$ cat config.mk
export PLATFORM = sky130hd
export DESIGN_NAME = fwsr_host
export DESIGN_NICKNAME = d
export VERILOG_FILES = /design/src/fwsr_host.v /design/src/fwsr_read_cycle.v
export VERILOG_INCLUDE_DIRS = /design/src
export SDC_FILE = /design/constraint.sdc
export NUM_CORES = 1
export LEC_CHECK = 0
export BUFFER_PORTS_ARGS = -buffer_cell sky130_fd_sc_hd__clkbuf_2
export CORE_ASPECT_RATIO = 0.9
export CORE_MARGIN = 2
export CORE_UTILIZATION = 57
export DETAILED_ROUTE_END_ITERATION = 10
export GPL_ROUTABILITY_DRIVEN = 0
export HOLD_SLACK_MARGIN = 0.06
export PLACE_DENSITY = 0.95
export SKIP_LAST_GASP = 1
export SYNTH_ARGS = -nofsm -noshare
export SYNTH_HDL_FRONTEND = slang
export SYNTH_SLANG_ARGS = --single-unit
export TNS_END_PERCENT = 20
$ cat constraint.sdc
create_clock -name core_clk -period 5 [get_ports core_clk]
set_input_delay 0.5 -clock core_clk [delete_from_list [all_inputs] [get_ports core_clk]]
set_output_delay 0.5 -clock core_clk [all_outputs]
set_load 0.05 [all_outputs]
$ cat src/fwsr_regs.vh
// constants for the flash write status host controller
`ifndef FWSR_REGS_VH
`define FWSR_REGS_VH
// ----------------------------------------
// data bus status bit positions
// ----------------------------------------
`define FWSR_POLL_BIT 7
`define FWSR_TOGGLE_ONE_BIT 6
`define FWSR_TIMEOUT_BIT 5
`define FWSR_ERASE_TIMER_BIT 3
`define FWSR_TOGGLE_TWO_BIT 2
// ----------------------------------------
// pin read cycle timing
// ----------------------------------------
`define FWSR_CLK_PERIOD_NS 10
`define FWSR_READ_ACCESS_NS 70
`define FWSR_READ_ACCESS_CYC ((`FWSR_READ_ACCESS_NS + `FWSR_CLK_PERIOD_NS - 1) / `FWSR_CLK_PERIOD_NS)
`define FWSR_READ_GAP_CYC 2
// ----------------------------------------
// result codes
// ----------------------------------------
`define FWSR_RES_OK 2'h0
`define FWSR_RES_FAIL 2'h1
`define FWSR_RES_ABORT 2'h2
`endif

$ cat src/fwsr_host.v
// host side status checker for a banked flash program or erase
`timescale 1ns/100ps
`include "fwsr_regs.vh"
// Behaviour
// RULE_01 - poll bit inverse while program runs
// RULE_02 - poll bit true after program ends
// RULE_03 - protected program target: status about 1 us
// RULE_04 - erase: poll low, high when done
// RULE_05 - all protected erase: status about 100 us
// RULE_06 - protected sectors silently skipped in erase
// RULE_07 - host polls at program or erase address
// RULE_08 - status valid after final write pulse
// RULE_09 - after poll flip, trust later reads only
// RULE_10 - ready busy low while programming or erasing
// RULE_11 - ready busy is open drain, shared
// RULE_12 - toggle one inverts per read while busy
// RULE_13 - toggle one toggles in erase time-out
// RULE_14 - all protected erase toggles about 100 us
// RULE_15 - protected program toggles about 1 us
// RULE_16 - toggle one stops in erase suspend
// RULE_17 - toggle two toggles in erasing sectors
// RULE_18 - host reads twice, compares toggle bit
// RULE_19 - toggling with timeout: recheck, else fail
// RULE_20 - host rechecks poll bit after timeout
// RULE_21 - interrupted check restarts from the top
// RULE_22 - timeout flag marks failed operation
// RULE_23 - host addresses the busy bank
// RULE_24 - toggle two steady in program, toggles erase
// RULE_25 - toggle bits flip per read to busy bank
module fwsr_host (
  core_clk,
  reset,
  check_start,
  check_abort,
  use_poll,
  status_addr,
  expect_data,
  check_busy,
  check_done,
  check_result,
  final_data,
  erase_suspended,
  erase_started,
  rb_busy,
  flash_addr,
  flash_ce_n,
  flash_oe_n,
  flash_we_n,
  flash_dq_in,
  flash_dq_oe_n,
  flash_ready_busy_n
);
  input wire core_clk;
  input wire reset;
  input wire check_start;
  input wire check_abort;
  input wire use_poll;
  input wire [21:0] status_addr;
  input wire [7:0] expect_data;
  output wire check_busy;
  output reg check_done;
  output reg [1:0] check_result;
  output reg [15:0] final_data;
  output reg erase_suspended;
  output reg erase_started;
  output wire rb_busy;
  output wire [21:0] flash_addr;
  output wire flash_ce_n;
  output wire flash_oe_n;
  output wire flash_we_n;
  input wire [15:0] flash_dq_in;
  output wire flash_dq_oe_n;
  input wire flash_ready_busy_n;

  // ----------------------------------------
  // states
  // ----------------------------------------
  localparam [2:0] st_idle = 3'h0;
  localparam [2:0] st_first = 3'h1;
  localparam [2:0] st_second = 3'h2;
  localparam [2:0] st_recheck = 3'h3;
  localparam [2:0] st_data = 3'h4;
  localparam [2:0] st_finish = 3'h5;

  reg [2:0] state;
  reg [2:0] next_state;
  reg [2:0] rb_sync;
  reg rb_low;
  reg [21:0] addr_hold;
  reg [7:0] expect_hold;
  reg poll_mode;
  reg [15:0] prev_word;
  reg [1:0] next_result;
  reg next_fin;
  reg rd_start;
  reg rd_pending;
  wire rd_done;
  wire [15:0] rd_data;

  // a bit toggles between two consecutive reads
  function toggled;
    input [15:0] a;
    input [15:0] b;
    begin
      toggled = (a[`FWSR_TOGGLE_ONE_BIT] != b[`FWSR_TOGGLE_ONE_BIT]);
    end
  endfunction

  // poll bit shows written data in the given word
  function poll_true;
    input [15:0] w;
    input [7:0] exp;
    begin
      poll_true = (w[`FWSR_POLL_BIT] == exp[`FWSR_POLL_BIT]);
    end
  endfunction

  // ----------------------------------------
  // pins
  // ----------------------------------------
  // host only reads, never drives data or writes
  assign flash_we_n = 1'b1;
  assign flash_dq_oe_n = 1'b1;
  assign check_busy = (state != st_idle);
  assign rb_busy = rb_low;

  fwsr_read_cycle u_read (
    .core_clk(core_clk),
    .reset(reset),
    .start(rd_start),
    .addr(addr_hold),
    .done(rd_done),
    .rdata(rd_data),
    .flash_addr(flash_addr),
    .flash_ce_n(flash_ce_n),
    .flash_oe_n(flash_oe_n),
    .flash_dq_in(flash_dq_in)
  );

  // shared open drain busy line, three stage synchroniser
  always @(posedge core_clk) begin
    if (reset) begin
      rb_sync <= 3'h7;
      rb_low <= 1'b0;
    end else begin
      rb_sync <= {rb_sync[1:0], flash_ready_busy_n}; // RULE_11
      if (rb_sync[1] == rb_sync[2]) begin
        rb_low <= ~rb_sync[2]; // RULE_10
      end
    end
  end

  // ----------------------------------------
  // status check sequence
  // ----------------------------------------
  // next state from each completed read
  always @* begin
    next_state = state;
    next_result = `FWSR_RES_OK;
    next_fin = 1'b0;
    case (state)
      st_idle: begin
        if (check_start) begin
          next_state = st_first; // RULE_08
        end
      end
      st_first: begin
        if (rd_done) begin
          next_state = st_second; // RULE_18
        end
      end
      st_second: begin
        if (rd_done) begin
          if (poll_mode) begin
            if (poll_true(rd_data, expect_hold)) begin
              next_state = st_data; // RULE_09
            end else if (rd_data[`FWSR_TIMEOUT_BIT]) begin
              next_state = st_recheck; // RULE_20
            end else begin
              next_state = st_second; // RULE_01
            end
          end else if (!toggled(prev_word, rd_data)) begin
            next_state = st_data; // RULE_18
          end else if (rd_data[`FWSR_TIMEOUT_BIT]) begin
            next_state = st_recheck; // RULE_19
          end else begin
            next_state = st_second; // RULE_12
          end
        end
      end
      st_recheck: begin
        if (rd_done) begin
          next_state = st_finish;
          next_fin = 1'b1;
          if (poll_mode) begin
            next_result = poll_true(rd_data, expect_hold) ? `FWSR_RES_OK : `FWSR_RES_FAIL;
          end else begin
            next_result = toggled(prev_word, rd_data) ? `FWSR_RES_FAIL : `FWSR_RES_OK;
          end
          if (next_result == `FWSR_RES_OK) begin
            next_state = st_data; // RULE_09
            next_fin = 1'b0;
          end
        end
      end
      st_data: begin
        if (rd_done) begin
          next_state = st_finish;
          next_fin = 1'b1;
        end
      end
      st_finish: begin
        if (!rd_pending) begin
          next_state = st_idle; // RULE_21
        end
      end
      default: begin
        next_state = st_idle;
      end
    endcase
  end

  // a read still on the pins after an abort keeps the check busy until it ends
  always @(posedge core_clk) begin
    if (reset) begin
      rd_pending <= 1'b0;
    end else if (rd_start) begin
      rd_pending <= 1'b1;
    end else if (rd_done) begin
      rd_pending <= 1'b0;
    end
  end

  // sequence registers; abort drops the check so a retry starts over
  always @(posedge core_clk) begin
    check_done <= 1'b0;
    rd_start <= 1'b0;
    if (reset) begin
      state <= st_idle;
      addr_hold <= 22'h000000;
      expect_hold <= 8'h00;
      poll_mode <= 1'b0;
      prev_word <= 16'h0000;
      check_result <= `FWSR_RES_OK;
      final_data <= 16'h0000;
      erase_suspended <= 1'b0;
      erase_started <= 1'b0;
    end else if (check_abort && check_busy) begin
      state <= st_finish; // RULE_21
      check_done <= 1'b1;
      check_result <= `FWSR_RES_ABORT;
    end else begin
      state <= next_state;
      if (state == st_idle && check_start) begin
        addr_hold <= status_addr; // RULE_07 RULE_23
        expect_hold <= expect_data;
        poll_mode <= use_poll;
        rd_start <= 1'b1;
      end
      if (rd_done) begin
        prev_word <= rd_data;
        if (state == st_second) begin
          // toggle two moving while toggle one holds means suspended sector
          erase_suspended <= !toggled(prev_word, rd_data)
            && (prev_word[`FWSR_TOGGLE_TWO_BIT] != rd_data[`FWSR_TOGGLE_TWO_BIT]); // RULE_17
          erase_started <= rd_data[`FWSR_ERASE_TIMER_BIT];
        end
        if (state == st_data) begin
          final_data <= rd_data; // RULE_09
        end
        // no new read for an orphan read that ends after an abort
        if (state != st_idle && state != st_finish && next_state != st_finish) begin
          rd_start <= 1'b1;
        end
      end
      if (next_fin) begin
        check_done <= 1'b1;
        check_result <= (state == st_data) ? `FWSR_RES_OK : next_result; // RULE_22
      end
    end
  end
endmodule // fwsr_host

$ cat src/fwsr_read_cycle.v
// one asynchronous parallel read cycle on the flash pins
`timescale 1ns/100ps
`include "fwsr_regs.vh"
module fwsr_read_cycle (
  core_clk,
  reset,
  start,
  addr,
  done,
  rdata,
  flash_addr,
  flash_ce_n,
  flash_oe_n,
  flash_dq_in
);
  input wire core_clk;
  input wire reset;
  input wire start;
  input wire [21:0] addr;
  output reg done;
  output reg [15:0] rdata;
  output reg [21:0] flash_addr;
  output reg flash_ce_n;
  output reg flash_oe_n;
  input wire [15:0] flash_dq_in;

  localparam integer access_int = `FWSR_READ_ACCESS_CYC;
  localparam integer gap_int = `FWSR_READ_GAP_CYC;
  localparam [7:0] access_cyc = access_int[7:0]; // counts stay far below 256
  localparam [7:0] gap_cyc = gap_int[7:0];
  reg [7:0] count;
  reg phase_active;
  reg phase_gap;

  // strobe low for access time, sample, then hold high for recovery
  always @(posedge core_clk) begin
    done <= 1'b0;
    if (reset) begin
      count <= 8'h00;
      phase_active <= 1'b0;
      phase_gap <= 1'b0;
      flash_ce_n <= 1'b1;
      flash_oe_n <= 1'b1;
      flash_addr <= 22'h000000;
      rdata <= 16'h0000;
    end else if (phase_active) begin
      if (count == access_cyc) begin
        rdata <= flash_dq_in; // data registered at end of access
        flash_ce_n <= 1'b1;
        flash_oe_n <= 1'b1; // rising oe ends the read cycle
        phase_active <= 1'b0;
        phase_gap <= 1'b1;
        count <= 8'h00;
      end else begin
        count <= count + 8'h01;
      end
    end else if (phase_gap) begin
      if (count == gap_cyc) begin
        phase_gap <= 1'b0;
        done <= 1'b1;
      end else begin
        count <= count + 8'h01;
      end
    end else if (start) begin
      flash_addr <= addr;
      flash_ce_n <= 1'b0;
      flash_oe_n <= 1'b0;
      phase_active <= 1'b1;
      count <= 8'h01;
    end
  end
endmodule // fwsr_read_cycle

==> run metrics, run 1 <==
# nets final=612; vias in the first global route=3353; synth top area cells=dfxtp_1 (51%), nand2_1 (12%), a21oi_1 (8.9%), mux2i_1 (4.5%), nor2_1 (2.7%); Clock transition at path regs=0.11 ns; r2r worst-path depth=6; CP bufs+invs=1; kind of critical path=reg2reg; CTS Buf Count=9; Final WS setup=2.87 ns; Pre-Repair DR Iteration Count=4; period utilisation layout=42.5%; share of layout cells above drive strength 1=21.8%; Via density=5.37; ys flop type=dfxtp_1; Detail Route Antenna Nets=0; routed vias=3525; outcome=finished, final reports clean; startpoint type of the worst setup path=flop; drt total wl=9070 um; Critical R2R Capture=u_read.rdata[5]$_SDFFE_PP0P_; post-synthesis async set-or-reset flop share=0%; Yosys warnings=0; Final Hold Fails=0; GRT Total Usage=23.6%; Vert. Die Dim=85.3 um; Clock Skews=0.0114 ns; Post-CTS Setup Inserts=0; Mapped Area=4180 um2; setup violators final=0; CP max stage cell=dfxtp_1; r2r startpoint=u_read.count[1]$_SDFFE_PP0P_; PortBufs=91; RSZ-0062 raised after global routing=no; die area=8040 um2; R2R setup slack=2.87 ns; peak supply drop=0.000251 V; Clock Latency Late Sink=0.37 ns; # IOs=101; Post-synth EDFFs=0; CP startpoint=u_read.count[1]$_SDFFE_PP0P_; iteration-0 DRC count of the detailed router=349; Post-CTS Hold Buffers=0; flops & latches, synth=106; filler instances=545; Synth cell types=55; core area=7080 um2; number of antenna diodes=0; CP top delay family=simple AND/OR/NAND/NOR gates; hold crit path type=in2reg; Hold Path Depth=2; area added between synthesis and finish=14.7%; Worst EP required=5.22 ns; largest net degree at the start of global routing=108; DR WL/cell=13.8 um; first-pass GRT wire length=15300 um; CTS sink count=106; pwr/cell area=341 nW/um2; initial antenna violation count=0; post-CTS sizing=0; shortest period the worst path allows=2.13 ns; residual DRC count=0; Max-cap violations=0; fmax=470 MHz; Post-Syn Instances=489; average cell area after synthesis=8.55 um2; area share of the largest cell type after synthesis=50.7%; gr ovfl total=0; CP max stage delay=0.42 ns; Die X=94.3 um; Slew headroom=30.8%; fin. max-slew vios=0; count leader, synth=nand2_1; CTS tree=yes; CTS Buffer Depth=2; effective utilization at floorplan=59.1%; critical-path cell list=ha_1 > and2_1 > and4_1 > buf_4 > mux2i_1 > nor2_1; Data arrival, critical path=2.35 ns; Max FO, Critical Path=19; crit end category=flop; Setup TNS Final=0 ns; slew at the pin closest to its max-slew limit=1.04 ns; H-Tree Depth=3; Rows=29; min-delay src=flash_ready_busy_n; Static Leak=1.88 nW; clock root buffer=clkbuf_8; post-synthesis sequential area ratio=50.7%; WHS Endpoint=rb_sync[0]$_SDFF_PP1_; Synth area leader=dfxtp_1; synth cell count leaders=nand2_1 (137), dfxtp_1 (106), a21oi_1 (74); Post-DP HPWL=5950 um; DP Worst Slack=2.95 ns
-- metrics by stage --
stage	power [mW]	instance area (um2)	hold slack, ns	utilization [%]	cells
after floorplan	1.04	4190	0.389	-	490
after global placement	1.08	4580	0.398	64.7	640
after detailed placement	1.09	4580	0.398	64.7	640
after CTS	1.64	4800	0.304	67.8	656
after global routing	1.70	4800	0.299	67.8	656
final	1.64	4800	0.318	67.8	656
-- cell usage in the layout (no fill, tap or decap), types with 3 or more instances in the layout --
master and n:
nor3_1 5, and2_1 3, nand2_1 137, nand2b_1 3, nand3_1 6, o21ai_0 4
clkbuf_2 90, xnor2_1 4, nor4_1 4, xor2_1 5, buf_4 3, a21oi_1 74
nor2b_1 4, mux2i_1 19, clkbuf_8 10, nor2_1 30, dfxtp_1 106, inv_1 6
or2_2 3
-- kinds of logic after synthesis --
logic type | after synthesis | synth area share, %
and+or+nand+nor | 210 | 22.6
muxes | 21 | 5.09
DFF | 106 | 50.7
buffers and inverters | 42 | 5.26
other | 1 | 0.0897
xor gates and xnor gates | 9 | 1.88
adders and majority gates | 2 | 0.598
AOI/OAI and AO/OA | 98 | 13.7
-- per-layer routing --
metal	vias up	share of wire (%)	GRT usage (%)
li1	1764	-	-
met4	0	1.2	7.11
met2	119	48	37.5
met3	12	8.2	8.97
met1	1630	43	30.1
met5	-	0	0
-- area by class of cell --
| type | count | area, um2 | share of cell area (%) |
|---|---|---|---|
| sequential | 106 | 2120 | 44.2 |
| clock buffer | 10 | 138 | 2.87 |
| tap | 93 | 116 | 2.42 |
| inverter | 6 | 22.5 | 0.469 |
| multi-input combinational | 342 | 1840 | 38.4 |
| clock inverter | 6 | 83.8 | 1.75 |
| timing repair buffer | 93 | 473 | 9.85 |
-- worst max path at each step --
stage | end | slack [ns] | depth (start not counted)
3_3_place_gp | u_read.rdata[9]$_SDFFE_PP0P_ | 3.07 | 6
4_1_cts | u_read.rdata[5]$_SDFFE_PP0P_ | 2.91 | 6
5_1_grt | u_read.rdata[5]$_SDFFE_PP0P_ | 2.73 | 6
6_report | u_read.rdata[5]$_SDFFE_PP0P_ | 2.87 | 6
2_1_floorplan | u_read.count[7]$_SDFFE_PP0P_ | 3.39 | 6
3_5_place_dp | u_read.rdata[5]$_SDFFE_PP0P_ | 2.95 | 6
-- power by group --
| part | total (mW) | switching, mW | internal (mW) |
|---|---|---|---|
| sequential | 0.898 | 0.0263 | 0.872 |
| combinational | 0.172 | 0.118 | 0.0548 |
| clock | 0.568 | 0.310 | 0.258 |
-- sequential cells by signal, indices dropped and copies added (netlist names), 2 cells and up --
| name | count |
|---|---|
| addr_hold | 22 |
| check_result | 2 |
| final_data | 16 |
| prev_word | 2 |
| rb_sync | 3 |
| state | 3 |
| u_read.count | 8 |
| u_read.flash_addr | 22 |
| u_read.rdata | 16 |
(Power assumes the default switching activity.)
==> run 2: changes to the inputs <==
--- a/config.mk
+++ b/config.mk
@@ -9,11 +9,11 @@
 export BUFFER_PORTS_ARGS = -buffer_cell sky130_fd_sc_hd__clkbuf_2
 export CORE_ASPECT_RATIO = 0.9
 export CORE_MARGIN = 2
-export CORE_UTILIZATION = 57
+export CORE_UTILIZATION = 48
 export DETAILED_ROUTE_END_ITERATION = 10
 export GPL_ROUTABILITY_DRIVEN = 0
 export HOLD_SLACK_MARGIN = 0.06
-export PLACE_DENSITY = 0.95
+export PLACE_DENSITY = 0.87
 export SKIP_LAST_GASP = 1
 export SYNTH_ARGS = -nofsm -noshare
 export SYNTH_HDL_FRONTEND = slang
==> constraint.sdc (replaced) <==
create_clock -name core_clk -period 1.85 [get_ports core_clk]
set_input_delay 0.185 -clock core_clk [delete_from_list [all_inputs] [get_ports core_clk]]
set_output_delay 0.185 -clock core_clk [all_outputs]
set_load 0.05 [all_outputs]
==> run 2 against run 1 <==
Combinational power grew to 3.3 times the previous value. Critical path depth stayed put. Total power grew to 2.7 times the previous value. Clock skew is 0.0037 ns higher. Sequential share of layout area is 4.1 points lower. Largest power group unchanged. Highest routed layer unchanged.
==> run metrics, run 2 (synthesis results as in run 1) <==
met1 WL=4380 um (+13%); PortBufs=91 (unchanged); routed vias=3852 (+9.3%); CP max stage delay=0.39 ns (-0.03 ns); Rows=32 (+10%); period utilisation layout=95.1% (+53 points); kind of critical path=reg2reg; most common cell after layout, fill and taps aside=nand2_1; Data arrival, critical path=2.01 ns (-0.34 ns); CTS Buf Count=9 (unchanged); effective utilization at floorplan=49.0% (-10 points); Vert. Die Dim=92.6 um (+8.6%); Slew headroom=53.2% (+22 points); R2R setup slack=0.09 ns (-2.78 ns); number of antenna diodes=0 (unchanged); DR WL/cell=14.4 um (+4.1%); H-Tree Depth=3 (unchanged); setup violators final=0 (unchanged); Setup TNS Final=0 ns (unchanged); Static Leak=2.09 nW (+11%); Final Cell Area=5300 um2 (+11%); # IOs=101 (unchanged); Die X=102 um (+8.6%); r2r worst-path depth=6 (unchanged); Critical R2R Capture=u_read.rdata[11]$_SDFFE_PP0P_; CP max stage cell=dfxtp_2; share of layout cells above drive strength 1=22.9% (+1.0 points); core area=8530 um2 (+21%); Clock transition at path regs=0.10 ns (about the same); iteration-0 DRC count of the detailed router=403 (+15%); fin. max-slew vios=0 (unchanged); r2r startpoint=u_read.count[1]$_SDFFE_PP0P_; critical-path cell list=ha_2 > and2_1 > and4_2 > buf_12 > mux2i_1 > nor2_1; area added between synthesis and finish=26.8%; CTS sink count=106 (unchanged); clock root buffer=clkbuf_8; slew at the pin closest to its max-slew limit=0.693 ns (-0.346 ns); outcome=finished, final reports clean; residual DRC count=0 (unchanged); highest routed layer=met4; gr ovfl total=0 (unchanged); commonest cells after routing, fill and taps aside=nand2_1 (137), dfxtp_1 (103), clkbuf_2 (90), a21oi_1 (74), dlygate4sd3_1 (37); filler instances=671 (+23%); DP Worst Slack=0.0340 ns (-2.91 ns); die area=9480 um2 (+18%); crit end category=flop; RSZ-0062 raised after global routing=yes; Detail Route Antenna Nets=0 (unchanged); GRT Total Usage=23.0% (-0.64 points); DP Area=4710 um2 (+3.0%); Max FO, Critical Path=16 (-3); Max-cap violations=0 (unchanged); Top Registers=addr_hold x22, u_read.flash_addr x22; Final Hold Fails=0 (unchanged); vias in the first global route=3794 (+13%); crit path to=u_read.rdata[11]$_SDFFE_PP0P_; CP startpoint=u_read.count[1]$_SDFFE_PP0P_; peak supply drop=0.000458 V (+83%); dpl cells=678 (+5.9%); Post-DP HPWL=6680 um (+12%); Clock Latency Late Sink=0.37 ns (about the same); initial antenna violation count=0 (unchanged); # nets final=661 (+8.0%); Post-CTS Setup Inserts=0 (unchanged); non-filler cells in the finished layout=731 (+11%); Worst EP required=2.10 ns (-3.12 ns); drt total wl=10500 um (+16%); startpoint type of the worst setup path=flop; hold crit path type=in2reg; CTS tree=yes; fmax=568 MHz (+21%); shortest period the worst path allows=1.76 ns (-0.367 ns); met3 wire len=670 um (-9.7%); Final WS setup=0.0899 ns (-2.78 ns); pwr/cell area=843 nW/um2 (+150%); largest net degree at the start of global routing=42 (-61%); first-pass GRT wire length=17300 um (+13%); CTS Buffer Depth=2 (unchanged); fin util=62.2% (-5.6 points); met2 routed WL=5120 um (+17%); Clock Skews=0.0151 ns (+0.00370 ns); Via density=5.27 (-1.9%); Pre-Repair DR Iteration Count=6 (+2)
-- run 2: how the worst min path moves through the flow --
stage	startpoint	end	cells past startpoint
detailed placement	flash_ready_busy_n	rb_sync[0]$_SDFF_PP1_	2
global placement	flash_ready_busy_n	rb_sync[0]$_SDFF_PP1_	2
finish	flash_dq_in[2]	u_read.rdata[2]$_SDFFE_PP0P_	3
floorplan	flash_ready_busy_n	rb_sync[0]$_SDFF_PP1_	1
global route	flash_dq_in[2]	u_read.rdata[2]$_SDFFE_PP0P_	3
CTS	flash_dq_in[15]	u_read.rdata[15]$_SDFFE_PP0P_	3
-- run 2: final cells by class --
class / instances / area (um2) / area share (%)
Tap cell: 119 / 149 / 2.81
Sequential cell: 106 / 2130 / 40.1
Inverter: 6 / 22.5 / 0.425
Clock buffer: 9 / 124 / 2.34
Timing Repair Buffer: 142 / 946 / 17.8
Clock inverter: 7 / 87.6 / 1.65
Multi-Input combinational cell: 342 / 1850 / 34.9
-- run 2: where the power goes --
part / total, mW / switching (mW) / internal (mW)
registers: 2.42 / 0.0603 / 2.36
clock network: 1.48 / 0.828 / 0.651
logic: 0.571 / 0.355 / 0.217
total: 4.47 / 1.24 / 3.23
-- run 2: worst max-delay path: cells and delay by family, from the launching register on --
family	cells	cell delay, ns
fa+ha+maj	1	0.25
buf+inv	1	0.18
flops	1	0.39
mux	1	0.22
simple gates	3	0.60
-- run 2: what timing repair did --
item,CTS,global route
hold buffers,37,0
endpoints found under the setup margin,0,24
hold endpoints to repair,37,0
resized for setup,0,6
-- run 2: metrics by stage --
stage | hold slack (ns) | power [mW]
4_1_cts | 0.0614 | 4.48
3_5_place_dp | 0.372 | 2.96
3_3_place_gp | 0.376 | 2.95
2_1_floorplan | 0.289 | 2.82
5_1_grt | 0.0731 | 4.65
6_report | 0.0719 | 4.47
-- run 2: layer usage --
metal,track usage [%],up-vias
met4,9.22,0
met2,39.0,156
met3,4.98,38
li1,-,1866
met1,28.2,1792
met5,0,-
==> run 3: changes to the inputs <==
==> constraint.sdc (replaced) <==
create_clock -name core_clk -period 1.5 [get_ports core_clk]
set_input_delay 0 -clock core_clk [delete_from_list [all_inputs] [get_ports core_clk]]
set_output_delay 0 -clock core_clk [all_outputs]
set_load 0.05 [all_outputs]
==> run 3 against run 2 <==
The flow now finishes with violations (setup timing). Clock skew about the same. Non-clock buffer count is 30 higher. Wire length rose by 5.0%. Critical path depth shrank 1. Worst setup slack got worse by 0.17 ns. Sequential share of layout area decreased by 2.0 points. Core utilization is 3.4 points higher. Global-route usage grew 0.60 points. Largest cell class unchanged.
==> run metrics, run 3 (synthesis results as in run 1) <==
fin. max-slew vios=0 (unchanged); share of layout cells above drive strength 1=26.1% (+3.2 points); Data arrival, critical path=1.85 ns (-0.16 ns); H-Tree Depth=3 (unchanged); residual DRC count=0 (unchanged); Clock transition at path regs=0.10 ns (about the same); DR WL/cell=14.5 um (+0.99%); RSZ-0062 raised after global routing=yes; Clk pwr share=30.7% (-2.4 points); period utilisation layout=105% (+10 points); Die X=102 um (unchanged); Internal=3.87 mW (+20%); critical-path cell list=nor4_4 > buf_4 > nand4b_4 > a211o_1 > a21o_1; effective utilization at floorplan=49.0% (unchanged); Detail Route Antenna Nets=0 (unchanged); CTS sink count=106 (unchanged); Setup TNS Final=-0.377 ns (-0.377 ns); vias in the first global route=3856 (+1.6%); Rows=32 (unchanged); setup violators final=13 (+13); filler instances=635 (-5.4%); outcome=complete, but fails checks; most common cell after layout, fill and taps aside=nand2_1; Final WS setup=-0.0822 ns (-0.172 ns); commonest cells after routing, fill and taps aside=nand2_1 (137), dfxtp_1 (102), clkbuf_2 (89), a21oi_1 (74), dlygate4sd3_1 (43); sequential power share=54.7% (+0.6 points); DP Area=4890 um2 (+3.8%); fin util=65.6% (+3.4 points); Top Registers=addr_hold x22, u_read.flash_addr x22; CP max stage delay=0.35 ns (-0.04 ns); Post-DP HPWL=6950 um (+4.0%); startpoint type of the worst setup path=flop; Slew headroom=62.6% (+9.3 points); Clock Skews=0.0146 ns (-0.000473 ns); # nets final=691 (+4.5%); Static Leak=2.25 nW (+7.5%); Final Hold Fails=0 (unchanged); slew at the pin closest to its max-slew limit=0.562 ns (-0.131 ns); fmax=632 MHz (+11%); Max-cap violations=0 (unchanged); crit end category=flop; Worst EP required=1.77 ns (-0.33 ns); clock root buffer=clkbuf_8; Max FO, Critical Path=3 (-13); die area=9480 um2 (unchanged); drt total wl=11000 um (+5.0%); gr ovfl total=0 (unchanged); Clock Latency Late Sink=0.38 ns (about the same); CTS tree=yes; area of the multi-input gates=1890 um2 (+2.0%); combinational fraction of design power=14.6% (+1.8 points); initial antenna violation count=0 (unchanged); CP max stage cell=dfxtp_2; Final Cell Area=5590 um2 (+5.5%); peak supply drop=0.000892 V (+95%); largest net degree at the start of global routing=53 (+26%); NetSw=1.57 mW (+27%); pwr/cell area=973 nW/um2 (+16%); dpl cells=698 (+2.9%); Vert. Die Dim=92.6 um (unchanged); PortBufs=91 (unchanged); Tot Pwr=5.45 mW (+22%); non-filler cells in the finished layout=760 (+4.0%); iteration-0 DRC count of the detailed router=274 (-32%); shortest period the worst path allows=1.58 ns (-0.178 ns); CTS Buf Count=9 (unchanged); sequential cell area=2130 um2 (+0.18%); switch share=28.9% (+1.1 points); hold crit path type=in2reg; failing checks=setup timing; Via density=5.20 (-1.3%); core area=8530 um2 (unchanged); first-pass GRT wire length=17600 um (+1.7%); kind of critical path=reg2reg; routed vias=3954 (+2.6%); CTS Buffer Depth=2 (unchanged); area added between synthesis and finish=33.7%; GRT Total Usage=23.6% (+0.60 points); number of antenna diodes=0 (unchanged); Pre-Repair DR Iteration Count=5 (-1); # IOs=101 (unchanged)
-- run 3: cell count changes in the layout (fill, tap and decap cells not counted), moves of 2 or more --
cell           change
buf_4             +21
dlygate4sd3_1      +6
inv_8              +2
buf_12             +2
-- run 3: final cells by class --
type	instances	area share, %
Tap cell	119	2.66
Clock inverter	6	1.05
Sequential cell	106	38.1
Inverter	6	0.403
Multi-Input combinational cell	342	33.7
Timing Repair Buffer	172	21.9
Clock buffer	9	2.21
-- run 3: what timing repair did --
action | CTS | global route
hold buffers | 43 | 0
resized for setup | 9 | 11
endpoints found under the hold margin | 43 | 0
endpoints found under the setup margin | 20 | 55
setup buffers | 1 | 3
pin swaps | 3 | 1
-- run 3: power by group through the flow --
stage	logic (mW)	clock network [mW]	registers (mW)
2_1_floorplan	0.390	0	3.09
3_3_place_gp	0.642	0	3.03
3_5_place_dp	0.660	0	3.04
4_1_cts	0.757	1.70	2.98
5_1_grt	0.861	1.82	2.99
6_report	0.795	1.67	2.98
-- run 3: path summary, 6_finish.rpt --
kind / from / endpoint / slack [ns] / cells after the start
worst max-delay path: u_read.count[6]$_SDFFE_PP0P_ / u_read.count[0]$_SDFFE_PP0P_ / -0.08 / 5
worst min-delay path: reset / rb_busy$_SDFFE_PP0N_ / 0.09 / 2
worst min register to register: rb_sync[0]$_SDFF_PP1_ / rb_sync[1]$_SDFF_PP1_ / 0.42 / 1
worst max register to register: u_read.count[6]$_SDFFE_PP0P_ / u_read.count[0]$_SDFFE_PP0P_ / -0.08 / 5
-- run 3: per-layer routing --
metal	routed length [um]	global-route usage, %
met1	4400	27.3
met2	5510	40.5
met3	745	6.79
met4	386	10.0
met5	0	0
-- run 3: critical path: cells and delay by family (launching register included) --
family,cells,cell delay (ns)
AND/OR/NAND/NOR,2,0.45
AO/OA/AOI/OAI,2,0.49
buffers and inverters,1,0.18
flip-flops,1,0.35
-- run 3: metrics by stage --
| step | worst slack, ns | hold slack (ns) |
|---|---|---|
| after global routing | -0.151 | 0.112 |
| final | -0.0822 | 0.0918 |
| after floorplan | -0.0280 | 0.104 |
| after CTS | -0.0790 | 0.0799 |
| after detailed placement | -0.114 | 0.187 |
| after global placement | -0.0617 | 0.189 |
